===== src/hdl/meter_clock_params.svh =====
// Register offsets, field positions, reset values and divide counts
`ifndef METER_CLOCK_PARAMS_SVH
`define METER_CLOCK_PARAMS_SVH

// ----------------------------------------------------------------
// Timing
// ----------------------------------------------------------------
`define CLOCK_PERIOD_NS   100
`define PLL_MULTIPLY      12'h960

// ----------------------------------------------------------------
// Register map (byte addresses)
// ----------------------------------------------------------------
`define CFG_OFFSET        12'h000
`define STATUS_OFFSET     12'h004

// ----------------------------------------------------------------
// Configuration fields
// ----------------------------------------------------------------
`define CFG_DIV2_BIT      0
`define CFG_DIV3_BIT      1
`define CFG_CE2X_BIT      2
`define CFG_MPU_LSB       4
`define CFG_MPU_MSB       6
`define CFG_EMULATOR_CLOCK_DISABLE_BIT   8
`define CFG_RESET         32'h0000_0100

// ----------------------------------------------------------------
// Status fields
// ----------------------------------------------------------------
`define STAT_MODE_LSB     0
`define STAT_MODE_MSB     1
`define STAT_SLEEP_BIT    2
`define STAT_BROWN_BIT    3
`define STAT_PLL_OK_BIT   4
`define STAT_COUNT_LSB    16
`define STAT_COUNT_MSB    27

// ----------------------------------------------------------------
// Divide counts
// ----------------------------------------------------------------
`define RATIO_DIV2        3'h2
`define RATIO_DIV3        3'h3
`define RATIO_DIV4        3'h4
`define RATIO_BROWN       3'h1
`define MASK_BY4          9'h003
`define MASK_BY8          9'h007
`define SLOW_DIV2         11'h4B0
`define SLOW_DIV3         11'h320
`define SLOW_DIV4         11'h258
`define SWALLOW_SLOT      3'h7
`define PROCESSOR_CLOCK_DIVIDER_MAX       3'h6
`define MPU_EXP_BASE      4'h2

`endif


===== src/hdl/meter_clock_pkg.sv =====
// Types shared by the clock generator modules
package meter_clock_pkg;

  // ----------------------------------------------------------------
  // Master clock source mode
  // ----------------------------------------------------------------
  typedef enum logic [1:0] {
    mode_div2,
    mode_div3,
    mode_div4,
    mode_brownout
  } master_mode_e;

endpackage : meter_clock_pkg


===== src/hdl/meter_clock_generator.sv =====
// Metering clock generator: master divider, derived clocks, APB registers
`timescale 1ns/1ps
`include "meter_clock_params.svh"
module meter_clock_generator
  import meter_clock_pkg::*;
(
  // Clock and reset
  input  wire logic        clock,
  input  wire logic        rst_n,
  // APB slave
  input  wire logic        psel,
  input  wire logic        penable,
  input  wire logic        pwrite,
  input  wire logic [11:0] paddr,
  input  wire logic [31:0] pwdata,
  output logic [31:0]      prdata,
  output logic             pready,
  output logic             pslverr,
  // Clock sources as enable pulses
  input  wire logic        pll_edge_tick,
  input  wire logic        xtal_tick,
  // Power modes
  input  wire logic        sleep_mode,
  input  wire logic        brownout_mode,
  // Derived clock enables
  output logic             pll_enable,
  output logic             master_clock_en,
  output logic             processor_clock_en,
  output logic             emulator_clock_en,
  output logic             compute_engine_clock_en,
  output logic             converter_clock_en,
  output logic             decimator_clock_en,
  output logic             slow_reference_clock_en,
  output logic             timer_clock_en
);

  // ----------------------------------------------------------------
  // Reset release
  // ----------------------------------------------------------------
  logic rst_meta_n;
  logic rst_sync_n;

  always_ff @(posedge clock or negedge rst_n) begin
    if (!rst_n) begin
      rst_meta_n <= 1'b0;
      rst_sync_n <= 1'b0;
    end else begin
      rst_meta_n <= 1'b1;
      rst_sync_n <= rst_meta_n;
    end
  end

  // ----------------------------------------------------------------
  // State
  // ----------------------------------------------------------------
  typedef struct packed {
    logic         cfg_div2;
    logic         cfg_div3;
    logic         cfg_ce2x;
    logic [2:0]   cfg_processor_clock_divider;
    logic         cfg_emulator_clock_disable;
    master_mode_e mode;
    logic [8:0]   bin_count;
    logic [10:0]  slow_count;
    logic [2:0]   swallow;
    logic         pll_enable;
    logic         master_clock_en;
    logic         processor_clock_en;
    logic         emulator_clock_en;
    logic         compute_engine_clock_en;
    logic         converter_clock_en;
    logic         decimator_clock_en;
    logic         slow_reference_clock_en;
    logic         timer_clock_en;
    logic         pready;
    logic [31:0]  prdata;
    logic         pslverr;
  } gen_state_s;

  gen_state_s q;
  gen_state_s next_q;

  // ----------------------------------------------------------------
  // Combinational helpers
  // ----------------------------------------------------------------
  master_mode_e mode_sel;
  logic         restart;
  logic [2:0]   master_ratio;
  logic         source_tick;
  logic         master_tick;
  logic [2:0]   processor_clock_divider_eff;
  logic [3:0]   mpu_exp;
  logic [8:0]   mpu_mask;
  logic [8:0]   emu_mask;
  logic [8:0]   ce_mask;
  logic [8:0]   adc_mask;
  logic [10:0]  slow_div;
  logic [11:0]  pll_measured;
  logic         pll_ratio_ok;
  logic         apb_setup;
  logic         apb_done;
  logic         addr_cfg;
  logic         addr_status;
  logic [31:0]  cfg_word;
  logic [31:0]  status_word;

  always_comb begin
    // Brownout wins over sleep: only brownout takes the PLL down, sleep keeps it running at divide-by-4
    if (brownout_mode) begin
      mode_sel = mode_brownout;
    end else if (sleep_mode) begin
      mode_sel = mode_div4;
    end else if (q.cfg_div2) begin
      mode_sel = mode_div2;
    end else if (q.cfg_div3) begin
      mode_sel = mode_div3;
    end else begin
      mode_sel = mode_div4;
    end
  end

  // A mode switch restarts every count so the clocks start aligned
  assign restart = (mode_sel != q.mode);

  always_comb begin
    case (q.mode)
      mode_div2: begin
        master_ratio = `RATIO_DIV2;
        slow_div     = `SLOW_DIV2;
        ce_mask      = q.cfg_ce2x ? `MASK_BY4 : `MASK_BY8;
        adc_mask     = `MASK_BY8;
      end
      mode_div3: begin
        master_ratio = `RATIO_DIV3;
        slow_div     = `SLOW_DIV3;
        ce_mask      = `MASK_BY4;
        adc_mask     = `MASK_BY4;
      end
      mode_brownout: begin
        master_ratio = `RATIO_BROWN;
        slow_div     = `SLOW_DIV4;
        ce_mask      = `MASK_BY4;
        adc_mask     = `MASK_BY4;
      end
      default: begin
        master_ratio = `RATIO_DIV4;
        slow_div     = `SLOW_DIV4;
        ce_mask      = `MASK_BY4;
        adc_mask     = `MASK_BY4;
      end
    endcase
  end

  // Brownout drops one crystal edge in eight for the 7/8 scaling
  always_comb begin
    if (q.mode == mode_brownout) begin
      source_tick = xtal_tick && (q.swallow != `SWALLOW_SLOT);
    end else begin
      source_tick = pll_edge_tick;
    end
  end

  always_comb begin
    if (q.cfg_processor_clock_divider > `PROCESSOR_CLOCK_DIVIDER_MAX) begin
      processor_clock_divider_eff = `PROCESSOR_CLOCK_DIVIDER_MAX;
    end else begin
      processor_clock_divider_eff = q.cfg_processor_clock_divider;
    end
    mpu_exp  = 4'({1'b0, processor_clock_divider_eff} + `MPU_EXP_BASE);
    mpu_mask = 9'((9'h001 << mpu_exp) - 9'h001);
    emu_mask = {1'b0, mpu_mask[8:1]};
  end

  // ----------------------------------------------------------------
  // Master divider and PLL check
  // ----------------------------------------------------------------
  tick_divider #(
    .W (3)
  ) u_master_div (
    .clock    (clock),
    .rst_n    (rst_sync_n),
    .restart  (restart),
    .ratio    (master_ratio),
    .tick_in  (source_tick),
    .tick_out (master_tick)
  );

  pll_ratio_monitor u_pll_mon (
    .clock     (clock),
    .rst_n     (rst_sync_n),
    .pll_tick  (pll_edge_tick),
    .xtal_tick (xtal_tick),
    .measured  (pll_measured),
    .ratio_ok  (pll_ratio_ok)
  );

  // ----------------------------------------------------------------
  // APB decode
  // ----------------------------------------------------------------
  // One wait state: pready rises on the second access cycle
  assign apb_setup   = psel && penable && !q.pready;
  assign apb_done    = psel && penable && q.pready;
  assign addr_cfg    = (paddr == `CFG_OFFSET);
  assign addr_status = (paddr == `STATUS_OFFSET);

  always_comb begin
    cfg_word = 32'h0000_0000;
    cfg_word[`CFG_DIV2_BIT] = q.cfg_div2;
    cfg_word[`CFG_DIV3_BIT] = q.cfg_div3;
    cfg_word[`CFG_CE2X_BIT] = q.cfg_ce2x;
    cfg_word[`CFG_MPU_MSB:`CFG_MPU_LSB] = q.cfg_processor_clock_divider;
    cfg_word[`CFG_EMULATOR_CLOCK_DISABLE_BIT] = q.cfg_emulator_clock_disable;
    status_word = 32'h0000_0000;
    status_word[`STAT_MODE_MSB:`STAT_MODE_LSB] = q.mode;
    status_word[`STAT_SLEEP_BIT] = sleep_mode;
    status_word[`STAT_BROWN_BIT] = brownout_mode;
    status_word[`STAT_PLL_OK_BIT] = pll_ratio_ok;
    status_word[`STAT_COUNT_MSB:`STAT_COUNT_LSB] = pll_measured;
  end

  // ----------------------------------------------------------------
  // Next state
  // ----------------------------------------------------------------
  always_comb begin
    next_q = q;
    next_q.mode = mode_sel;
    next_q.pll_enable = (mode_sel != mode_brownout);
    next_q.master_clock_en = 1'b0;
    next_q.processor_clock_en = 1'b0;
    next_q.emulator_clock_en = 1'b0;
    next_q.compute_engine_clock_en = 1'b0;
    next_q.converter_clock_en = 1'b0;
    next_q.decimator_clock_en = 1'b0;
    next_q.slow_reference_clock_en = 1'b0;
    next_q.timer_clock_en = 1'b0;
    next_q.pready = 1'b0;
    next_q.pslverr = 1'b0;

    // Register bus
    if (apb_setup) begin
      next_q.pready = 1'b1;
      next_q.pslverr = !(addr_cfg || addr_status);
      if (!pwrite && addr_cfg) begin
        next_q.prdata = cfg_word;
      end else if (!pwrite && addr_status) begin
        next_q.prdata = status_word;
      end else begin
        next_q.prdata = 32'h0000_0000;
      end
    end
    if (apb_done && pwrite && addr_cfg) begin
      next_q.cfg_div2 = pwdata[`CFG_DIV2_BIT];
      next_q.cfg_div3 = pwdata[`CFG_DIV3_BIT];
      next_q.cfg_ce2x = pwdata[`CFG_CE2X_BIT];
      next_q.cfg_processor_clock_divider = pwdata[`CFG_MPU_MSB:`CFG_MPU_LSB];
      next_q.cfg_emulator_clock_disable = pwdata[`CFG_EMULATOR_CLOCK_DISABLE_BIT];
    end

    // Crystal edge swallower
    if (restart) begin
      next_q.swallow = 3'h0;
    end else if (xtal_tick && (q.mode == mode_brownout)) begin
      next_q.swallow = 3'(q.swallow + 3'h1);
    end

    // Derived clocks, decoded from the bin and slow counts of master edges
    if (restart) begin
      next_q.bin_count = 9'h000;
      next_q.slow_count = 11'h000;
    end else if (master_tick) begin
      next_q.master_clock_en = 1'b1;
      next_q.bin_count = 9'(q.bin_count + 9'h001);
      if (q.slow_count >= 11'(slow_div - 11'h001)) begin
        next_q.slow_count = 11'h000;
      end else begin
        next_q.slow_count = 11'(q.slow_count + 11'h001);
      end
      next_q.processor_clock_en = (q.bin_count & mpu_mask) == 9'h000;
      next_q.timer_clock_en = (q.bin_count & mpu_mask) == 9'h000;
      next_q.emulator_clock_en =
        !q.cfg_emulator_clock_disable && ((q.bin_count & emu_mask) == 9'h000);
      next_q.converter_clock_en = (q.bin_count & adc_mask) == 9'h000;
      next_q.decimator_clock_en = (q.bin_count & adc_mask) == 9'h000;
      if (q.mode != mode_brownout) begin
        next_q.compute_engine_clock_en =
          (q.bin_count & ce_mask) == 9'h000;
        next_q.slow_reference_clock_en = (q.slow_count == 11'h000);
      end
    end
    // In brownout the slow reference is the crystal itself
    if (q.mode == mode_brownout) begin
      next_q.slow_reference_clock_en = xtal_tick;
    end
  end

  // ----------------------------------------------------------------
  // Registers
  // ----------------------------------------------------------------
  always_ff @(posedge clock or negedge rst_sync_n) begin
    if (!rst_sync_n) begin
      q <= '0;
      q.cfg_div2 <= 1'b0;
      q.cfg_div3 <= 1'b0;
      q.cfg_emulator_clock_disable <= 1'(`CFG_RESET >> `CFG_EMULATOR_CLOCK_DISABLE_BIT);
      q.mode <= mode_div4;
      q.pll_enable <= 1'b1;
    end else begin
      q <= next_q;
    end
  end

  // ----------------------------------------------------------------
  // Outputs
  // ----------------------------------------------------------------
  assign prdata                  = q.prdata;
  assign pready                  = q.pready;
  assign pslverr                 = q.pslverr;
  assign pll_enable              = q.pll_enable;
  assign master_clock_en         = q.master_clock_en;
  assign processor_clock_en      = q.processor_clock_en;
  assign emulator_clock_en       = q.emulator_clock_en;
  assign compute_engine_clock_en = q.compute_engine_clock_en;
  assign converter_clock_en      = q.converter_clock_en;
  assign decimator_clock_en      = q.decimator_clock_en;
  assign slow_reference_clock_en = q.slow_reference_clock_en;
  assign timer_clock_en          = q.timer_clock_en;

endmodule : meter_clock_generator


===== src/hdl/tick_divider.sv =====
// Divides a stream of enable pulses by a run-time ratio
`timescale 1ns/1ps
`include "meter_clock_params.svh"
module tick_divider
  import meter_clock_pkg::*;
#(
  parameter int W = 3
) (
  // Clock and reset
  input  wire logic         clock,
  input  wire logic         rst_n,
  // Control
  input  wire logic         restart,
  input  wire logic [W-1:0] ratio,
  // Pulses
  input  wire logic         tick_in,
  output logic              tick_out
);

  typedef struct packed {
    logic [W-1:0] count;
    logic         tick_out;
  } div_state_s;

  div_state_s q;
  div_state_s next_q;

  always_comb begin
    next_q = q;
    next_q.tick_out = 1'b0;
    if (restart) begin
      next_q.count = '0;
    end else if (tick_in) begin
      if (q.count >= W'(ratio - W'(1))) begin
        next_q.count = '0;
        next_q.tick_out = 1'b1;
      end else begin
        next_q.count = W'(q.count + W'(1));
      end
    end
  end

  always_ff @(posedge clock or negedge rst_n) begin
    if (!rst_n) begin
      q <= '0;
    end else begin
      q <= next_q;
    end
  end

  assign tick_out = q.tick_out;

endmodule : tick_divider


===== src/hdl/pll_ratio_monitor.sv =====
// Counts PLL edges per crystal period and checks the multiply factor
`timescale 1ns/1ps
`include "meter_clock_params.svh"
module pll_ratio_monitor
  import meter_clock_pkg::*;
(
  // Clock and reset
  input  wire logic        clock,
  input  wire logic        rst_n,
  // Edge pulses
  input  wire logic        pll_tick,
  input  wire logic        xtal_tick,
  // Result
  output logic [11:0]      measured,
  output logic             ratio_ok
);

  typedef struct packed {
    logic [11:0] count;
    logic [11:0] measured;
    logic        ratio_ok;
  } mon_state_s;

  mon_state_s q;
  mon_state_s next_q;

  always_comb begin
    next_q = q;
    if (xtal_tick) begin
      next_q.measured = q.count;
      next_q.ratio_ok = (q.count == `PLL_MULTIPLY);
      next_q.count = {11'h000, pll_tick};
    end else if (pll_tick && (q.count != 12'hFFF)) begin
      // Saturate so a runaway PLL never wraps into a false match
      next_q.count = 12'(q.count + 12'h001);
    end
  end

  always_ff @(posedge clock or negedge rst_n) begin
    if (!rst_n) begin
      q <= '0;
    end else begin
      q <= next_q;
    end
  end

  assign measured = q.measured;
  assign ratio_ok = q.ratio_ok;

endmodule : pll_ratio_monitor


===== config.mk =====
export PLATFORM = sky130hd
export DESIGN_NAME = meter_clock_generator
export DESIGN_NICKNAME = d
export VERILOG_FILES = /design/src/hdl/meter_clock_pkg.sv /design/src/hdl/meter_clock_generator.sv /design/src/hdl/tick_divider.sv /design/src/hdl/pll_ratio_monitor.sv
export VERILOG_INCLUDE_DIRS = /design/src /design/src/hdl
export SDC_FILE = /design/constraint.sdc
export NUM_CORES = 1
export LEC_CHECK = 0
export BUFFER_PORTS_ARGS = -buffer_cell sky130_fd_sc_hd__buf_4
export CAP_MARGIN = 20
export CORE_UTILIZATION = 41
export DETAILED_ROUTE_END_ITERATION = 10
export GPL_TIMING_DRIVEN = 1
export PLACE_DENSITY = 0.7
export SLEW_MARGIN = 5
export SYNTH_ARGS = -nofsm -noshare
export SYNTH_HDL_FRONTEND = slang
export SYNTH_HIERARCHICAL = 1
export SYNTH_SLANG_ARGS = --single-unit

===== constraint.sdc =====
create_clock -name clock -period 3.9 [get_ports clock]
set_clock_uncertainty 0.05 [all_clocks]
set_input_delay 0.585 -clock clock [delete_from_list [all_inputs] [get_ports clock]]
set_output_delay 0.585 -clock clock [all_outputs]
set_load 0.05 [all_outputs]

After elaboration in Yosys (flattened, before gate mapping)
Cells that the tools add are included.
- bitwise logic cells: 4
- magnitude comparators: 3
- add/sub/neg operators: 9
- mux-type cells: 31
- eq/ne operators: 9
- shift operators: 1
- multipliers: 0
- div/mod/pow operators: 0
- reductions and logical operators: 27
- operator list (kind ; count):
    $mux W28 ; 2
    $mux W20 ; 2
    $logic_not A9 Y1 ; 4
    $mux W34 ; 1
    $and A9 B9 Y9 ; 3
    $mux W12 ; 2
    $mux W3 ; 8
    $pmux W11 S2 ; 1
    $mux W8 ; 2
    $add A12 B1 Y12 const B ; 1
    $eq A12 B12 Y1 const B ; 1
    $eq A12 B3 Y1 const B ; 1
    $logic_not A12 Y1 ; 1
    $ne A12 B12 Y1 const B ; 1
    $add A11 B1 Y11 const B ; 1
    $ge A11 B11 Y1 ; 1
    $logic_and A1 B1 Y1 ; 11
    $logic_not A11 Y1 ; 1
    $mux W11 ; 1
    $sub A11 B1 Y11 const B ; 1
    $add A9 B1 Y9 const B ; 1
    $and A9 B8 Y9 ; 1
    $pmux W3 S3 ; 1
    $shl A1 B4 Y9 const A ; 1
    18 further kinds ; 34
- logic and storage cells: 112
- output and inout bits: 43
- input bits: 53
- bits in writable memories: 0
- bits in latches: 0
- flip-flop bits (word level): 106
- memory bits (read-only): 0
- memories kept: 0

Logic depth before layout (Yosys ltp)
- depth after elaboration: 11
- gate-level depth with buffers: 11
- gate-level depth less buffers: 10

Cells and area by module
The synthesis kept the hierarchy.
- by module, submodules not included (module ; sequential area each (µm²) ; area each (µm²) ; cells each ; times used):
    meter_clock_generator ; 1580.3 ; 3529.6 ; 346 ; 1
    pll_ratio_monitor ; 625.6 ; 1312.5 ; 111 ; 1
    tick_divider ; 100.1 ; 306.5 ; 29 ; 1

Least setup slack after synthesis
No wires, ideal clock.
- path kind: register -> register
- from: register q (netlist bit cfg_word[5])
- to: register q (netlist bit emulator_clock_en)
- path buffers: 0
- arrival time: 2.411 ns
- required time: 3.739 ns
- period minus slack after synthesis: 2.572 ns
- library setup time: 0.111 ns
- slack: 1.328 ns
- cell stages (with the launch flop): 11
- path through: dfrtp_1 inv_1 ha_1 nor2_1 nand3_1 ha_1 inv_1 a222oi_1 o211ai_1 a221o_1 a2111oi_2
- RTL lines (item ; RTL line ; source):
    from (decl) ; meter_clock_generator.sv:80 ; gen_state_s q;
    from (signal assigned) ; meter_clock_generator.sv:308 ; q <= next_q;

==> results.ini <==
[synthesis]
synth_top_area_cell=dfrtp_1
yosys-top-cells-area=dfrtp_1 (43%), buf_4 (7.1%), ha_1 (6.3%)
syn_area_per_cell_um2=10.59
ys_async_sr_fraction=1.000
ys.flop_type=dfrtp_1
yosys_warnings=6
synth.top_cell.area_share=0.4326
ys_types=78
synth_seq_area_share=0.4479
synthCells=486
synth-edff-count=0
yosys_register_bits=92
synthesis.area_mm2=0.005149

[layout]
finish.utilization=0.4714
area_growth_pct=10.89
antennaDiodeCount=0
n_fill_cell=1122
stdcell_count=679
layout_common_cells=dfrtp_1 (88), buf_4 (60), nor2_1 (38), nand2_1 (35), ha_1 (26)
layout-drive-gt1-share=0.2701
layout_commonest_cell=dfrtp_1
fin_nets=585

[timing]
finalCritPeriodShare=0.7195
fmax_mhz=356.4
setup_tns_ps=0
setup_violations=0
max-slew-margin-rel=0.3695
hold_viol=0
period_needed_ps=2806
rsz0062_at_grt=false
worst_pin_slew_ps=945.7
final-max-slew-violation-count=0

[hold_path]
hold_class=reg -> reg

[drt]
drtIter0Drc=144
routed_via_density=5.216
drtPass1Iterations=5
vias=3542
ant_nets=0
wl_per_cell_um=15.15
drt_wl_total_um=10280
drc_errors=0

[global_route]
grt_max_degree=69
grt_pass1_wl_um=17440
grt_pass1_vias=3464
antenna_found_initial=0
overflow=0
grt_usage=0.1728

[place]
dpl.hpwl_um=7391
port_buffers=58
place_inst=662
gp_congestion=0.8464

[power_and_ir_drop]
power_frac_clock=0.428
power.switching_uw=509.0
swShare=0.2476
comb_power_share=0.085
seq_power_share=0.487
power_density_mw_per_mm2=360.0
ir_drop_mv=0.2190
p_int_uw=1547
p_leak_uw=0.002731

[worst_setup_path]
crit_buf_inv=2
cp_max_fo=9
cp_slowest_cell=dfrtp_1
reg2reg_slack_ps=1090
cp-start-kind=register
cp_data_required_time_ps=4080
slowest_delay_ps=490
crit_family=compound AO/OA/AOI/OAI gates
critical_path_class=reg -> reg
arrival_ps=2990
endpoint_kind=register
cp_cell_sequence=inv_1, ha_1, nor2_1, nand3_1, ha_1, inv_1, a222oi_1, o211ai_1, a221o_1, a2111oi_2

[clock_tree]
cts_max_path_buffers=2
holdBufCountCts=1
clock-sinks=92
cts_root_buf=clkbuf_16
cts.repair.resized=0
clock_latency_ps=350
cts_setup_buffers=0
numCtsBuffers=9
clk_pin_slew_ps=60
htreeDepth=3
cts_tree=done

[die]
start_util=0.4251
row_count=40
die_y_um=114.1
dieArea_mm2=0.01301
die_width_um=114.1
coreArea_mm2=0.01211
ios=96

[outcome]
status=completed

[job]
drv_cap=0

## kinds of logic (layout without fill, tap and decap cells)
logic type / count (synthesis) / after routing / synth area share
and+or+nand+nor: 144 / 144 / 0.1621
DFF: 92 / 92 / 0.4479
buffers and inverters: 90 / 104 / 0.1086
AOI/OAI and AO/OA: 85 / 85 / 0.1271
adders and majority gates: 26 / 26 / 0.06318
muxes: 24 / 24 / 0.05055
xor gates and xnor gates: 23 / 23 / 0.03912
other: 2 / 13 / 0.001459
## registers in the layout (all words and copies together), names as in the netlist, 3 cells and up
name,count
u_pll_mon/measured,12
u_pll_mon/q,12
u_master_div/q,3
cfg_word,7
prdata,20
q,25
## path summary, 6_finish.rpt
path,cells past startpoint,startpoint,endpoint
setup / recovery,10,cfg_word[5],emulator_clock_en
hold / removal,0,rst_meta_n,rst_sync_n
setup reg to reg,10,cfg_word[5],emulator_clock_en
hold reg to reg,0,rst_meta_n,rst_sync_n
max in group asynchronous,1,rst_sync_n,cfg_word[8]
min in group asynchronous,0,rst_sync_n,u_pll_mon/measured[7]
## cells in the mapped netlist, types with 6 or more instances
| master | n |
|---|---|
| a21oi_1 | 16 |
| a22o_1 | 6 |
| a22o_2 | 10 |
| buf_4 | 49 |
| clkbuf_1 | 7 |
| dfrtp_1 | 89 |
| ha_1 | 26 |
| inv_1 | 25 |
| mux2_2 | 16 |
| mux2i_1 | 8 |
| nand2_1 | 35 |
| nand3_1 | 10 |
| nand4_1 | 9 |
| nor2_1 | 38 |
| o21ai_0 | 19 |
| xnor2_1 | 6 |
| xor2_1 | 17 |
## power groups by stage
stage | logic [uW] | clock network [uW] | registers [uW]
finish | 175 | 879 | 1000
global route | 193 | 946 | 1010
CTS | 178 | 905 | 1000
detailed placement | 176 | 0 | 1020
global placement | 170 | 0 | 1020
floorplan | 130 | 0 | 1020
## metal layers
layer,part of all wire,track usage,vias up
met5,0,0,-
met4,0.020,0.06407,0
met3,0.036,0.04711,18
met2,0.51,0.2824,79
met1,0.44,0.2194,1754
li1,-,-,1691
## worst register-to-register path, stage by stage (launching register included)
cell,delay [ps]
dfrtp_1,490
inv_1,120
ha_1,380
nor2_1,160
nand3_1,100
ha_1,290
inv_1,40
a222oi_1,320
o211ai_1,140
a221o_1,290
a2111oi_2,320
## stage by stage
| step | power [uW] | area, um2 | worst slack (ps) | hold slack (ps) |
|---|---|---|---|---|
| after floorplan | 1154 | 5190 | 1103 | 239.4 |
| after global placement | 1189 | 5396 | 1128 | 288.2 |
| after detailed placement | 1196 | 5396 | 1081 | 292.6 |
| after CTS | 2085 | 5709 | 1063 | 307.9 |
| after global routing | 2145 | 5709 | 851.8 | 310.1 |
| final | 2055 | 5709 | 1094 | 304.3 |
## area by class of cell
type / instances / area [um2] / area share
Tap cell: 168 / 210.2 / 0.03682
Sequential cell: 92 / 2310 / 0.4046
Clock inverter: 6 / 63.81 / 0.01118
Timing Repair Buffer: 61 / 460.4 / 0.08065
Clock buffer: 10 / 239.0 / 0.04186
Multi-Input combinational cell: 315 / 2325 / 0.4072
Inverter: 27 / 101.3 / 0.01775
Note: power is estimated with default switching activity, not from simulation.
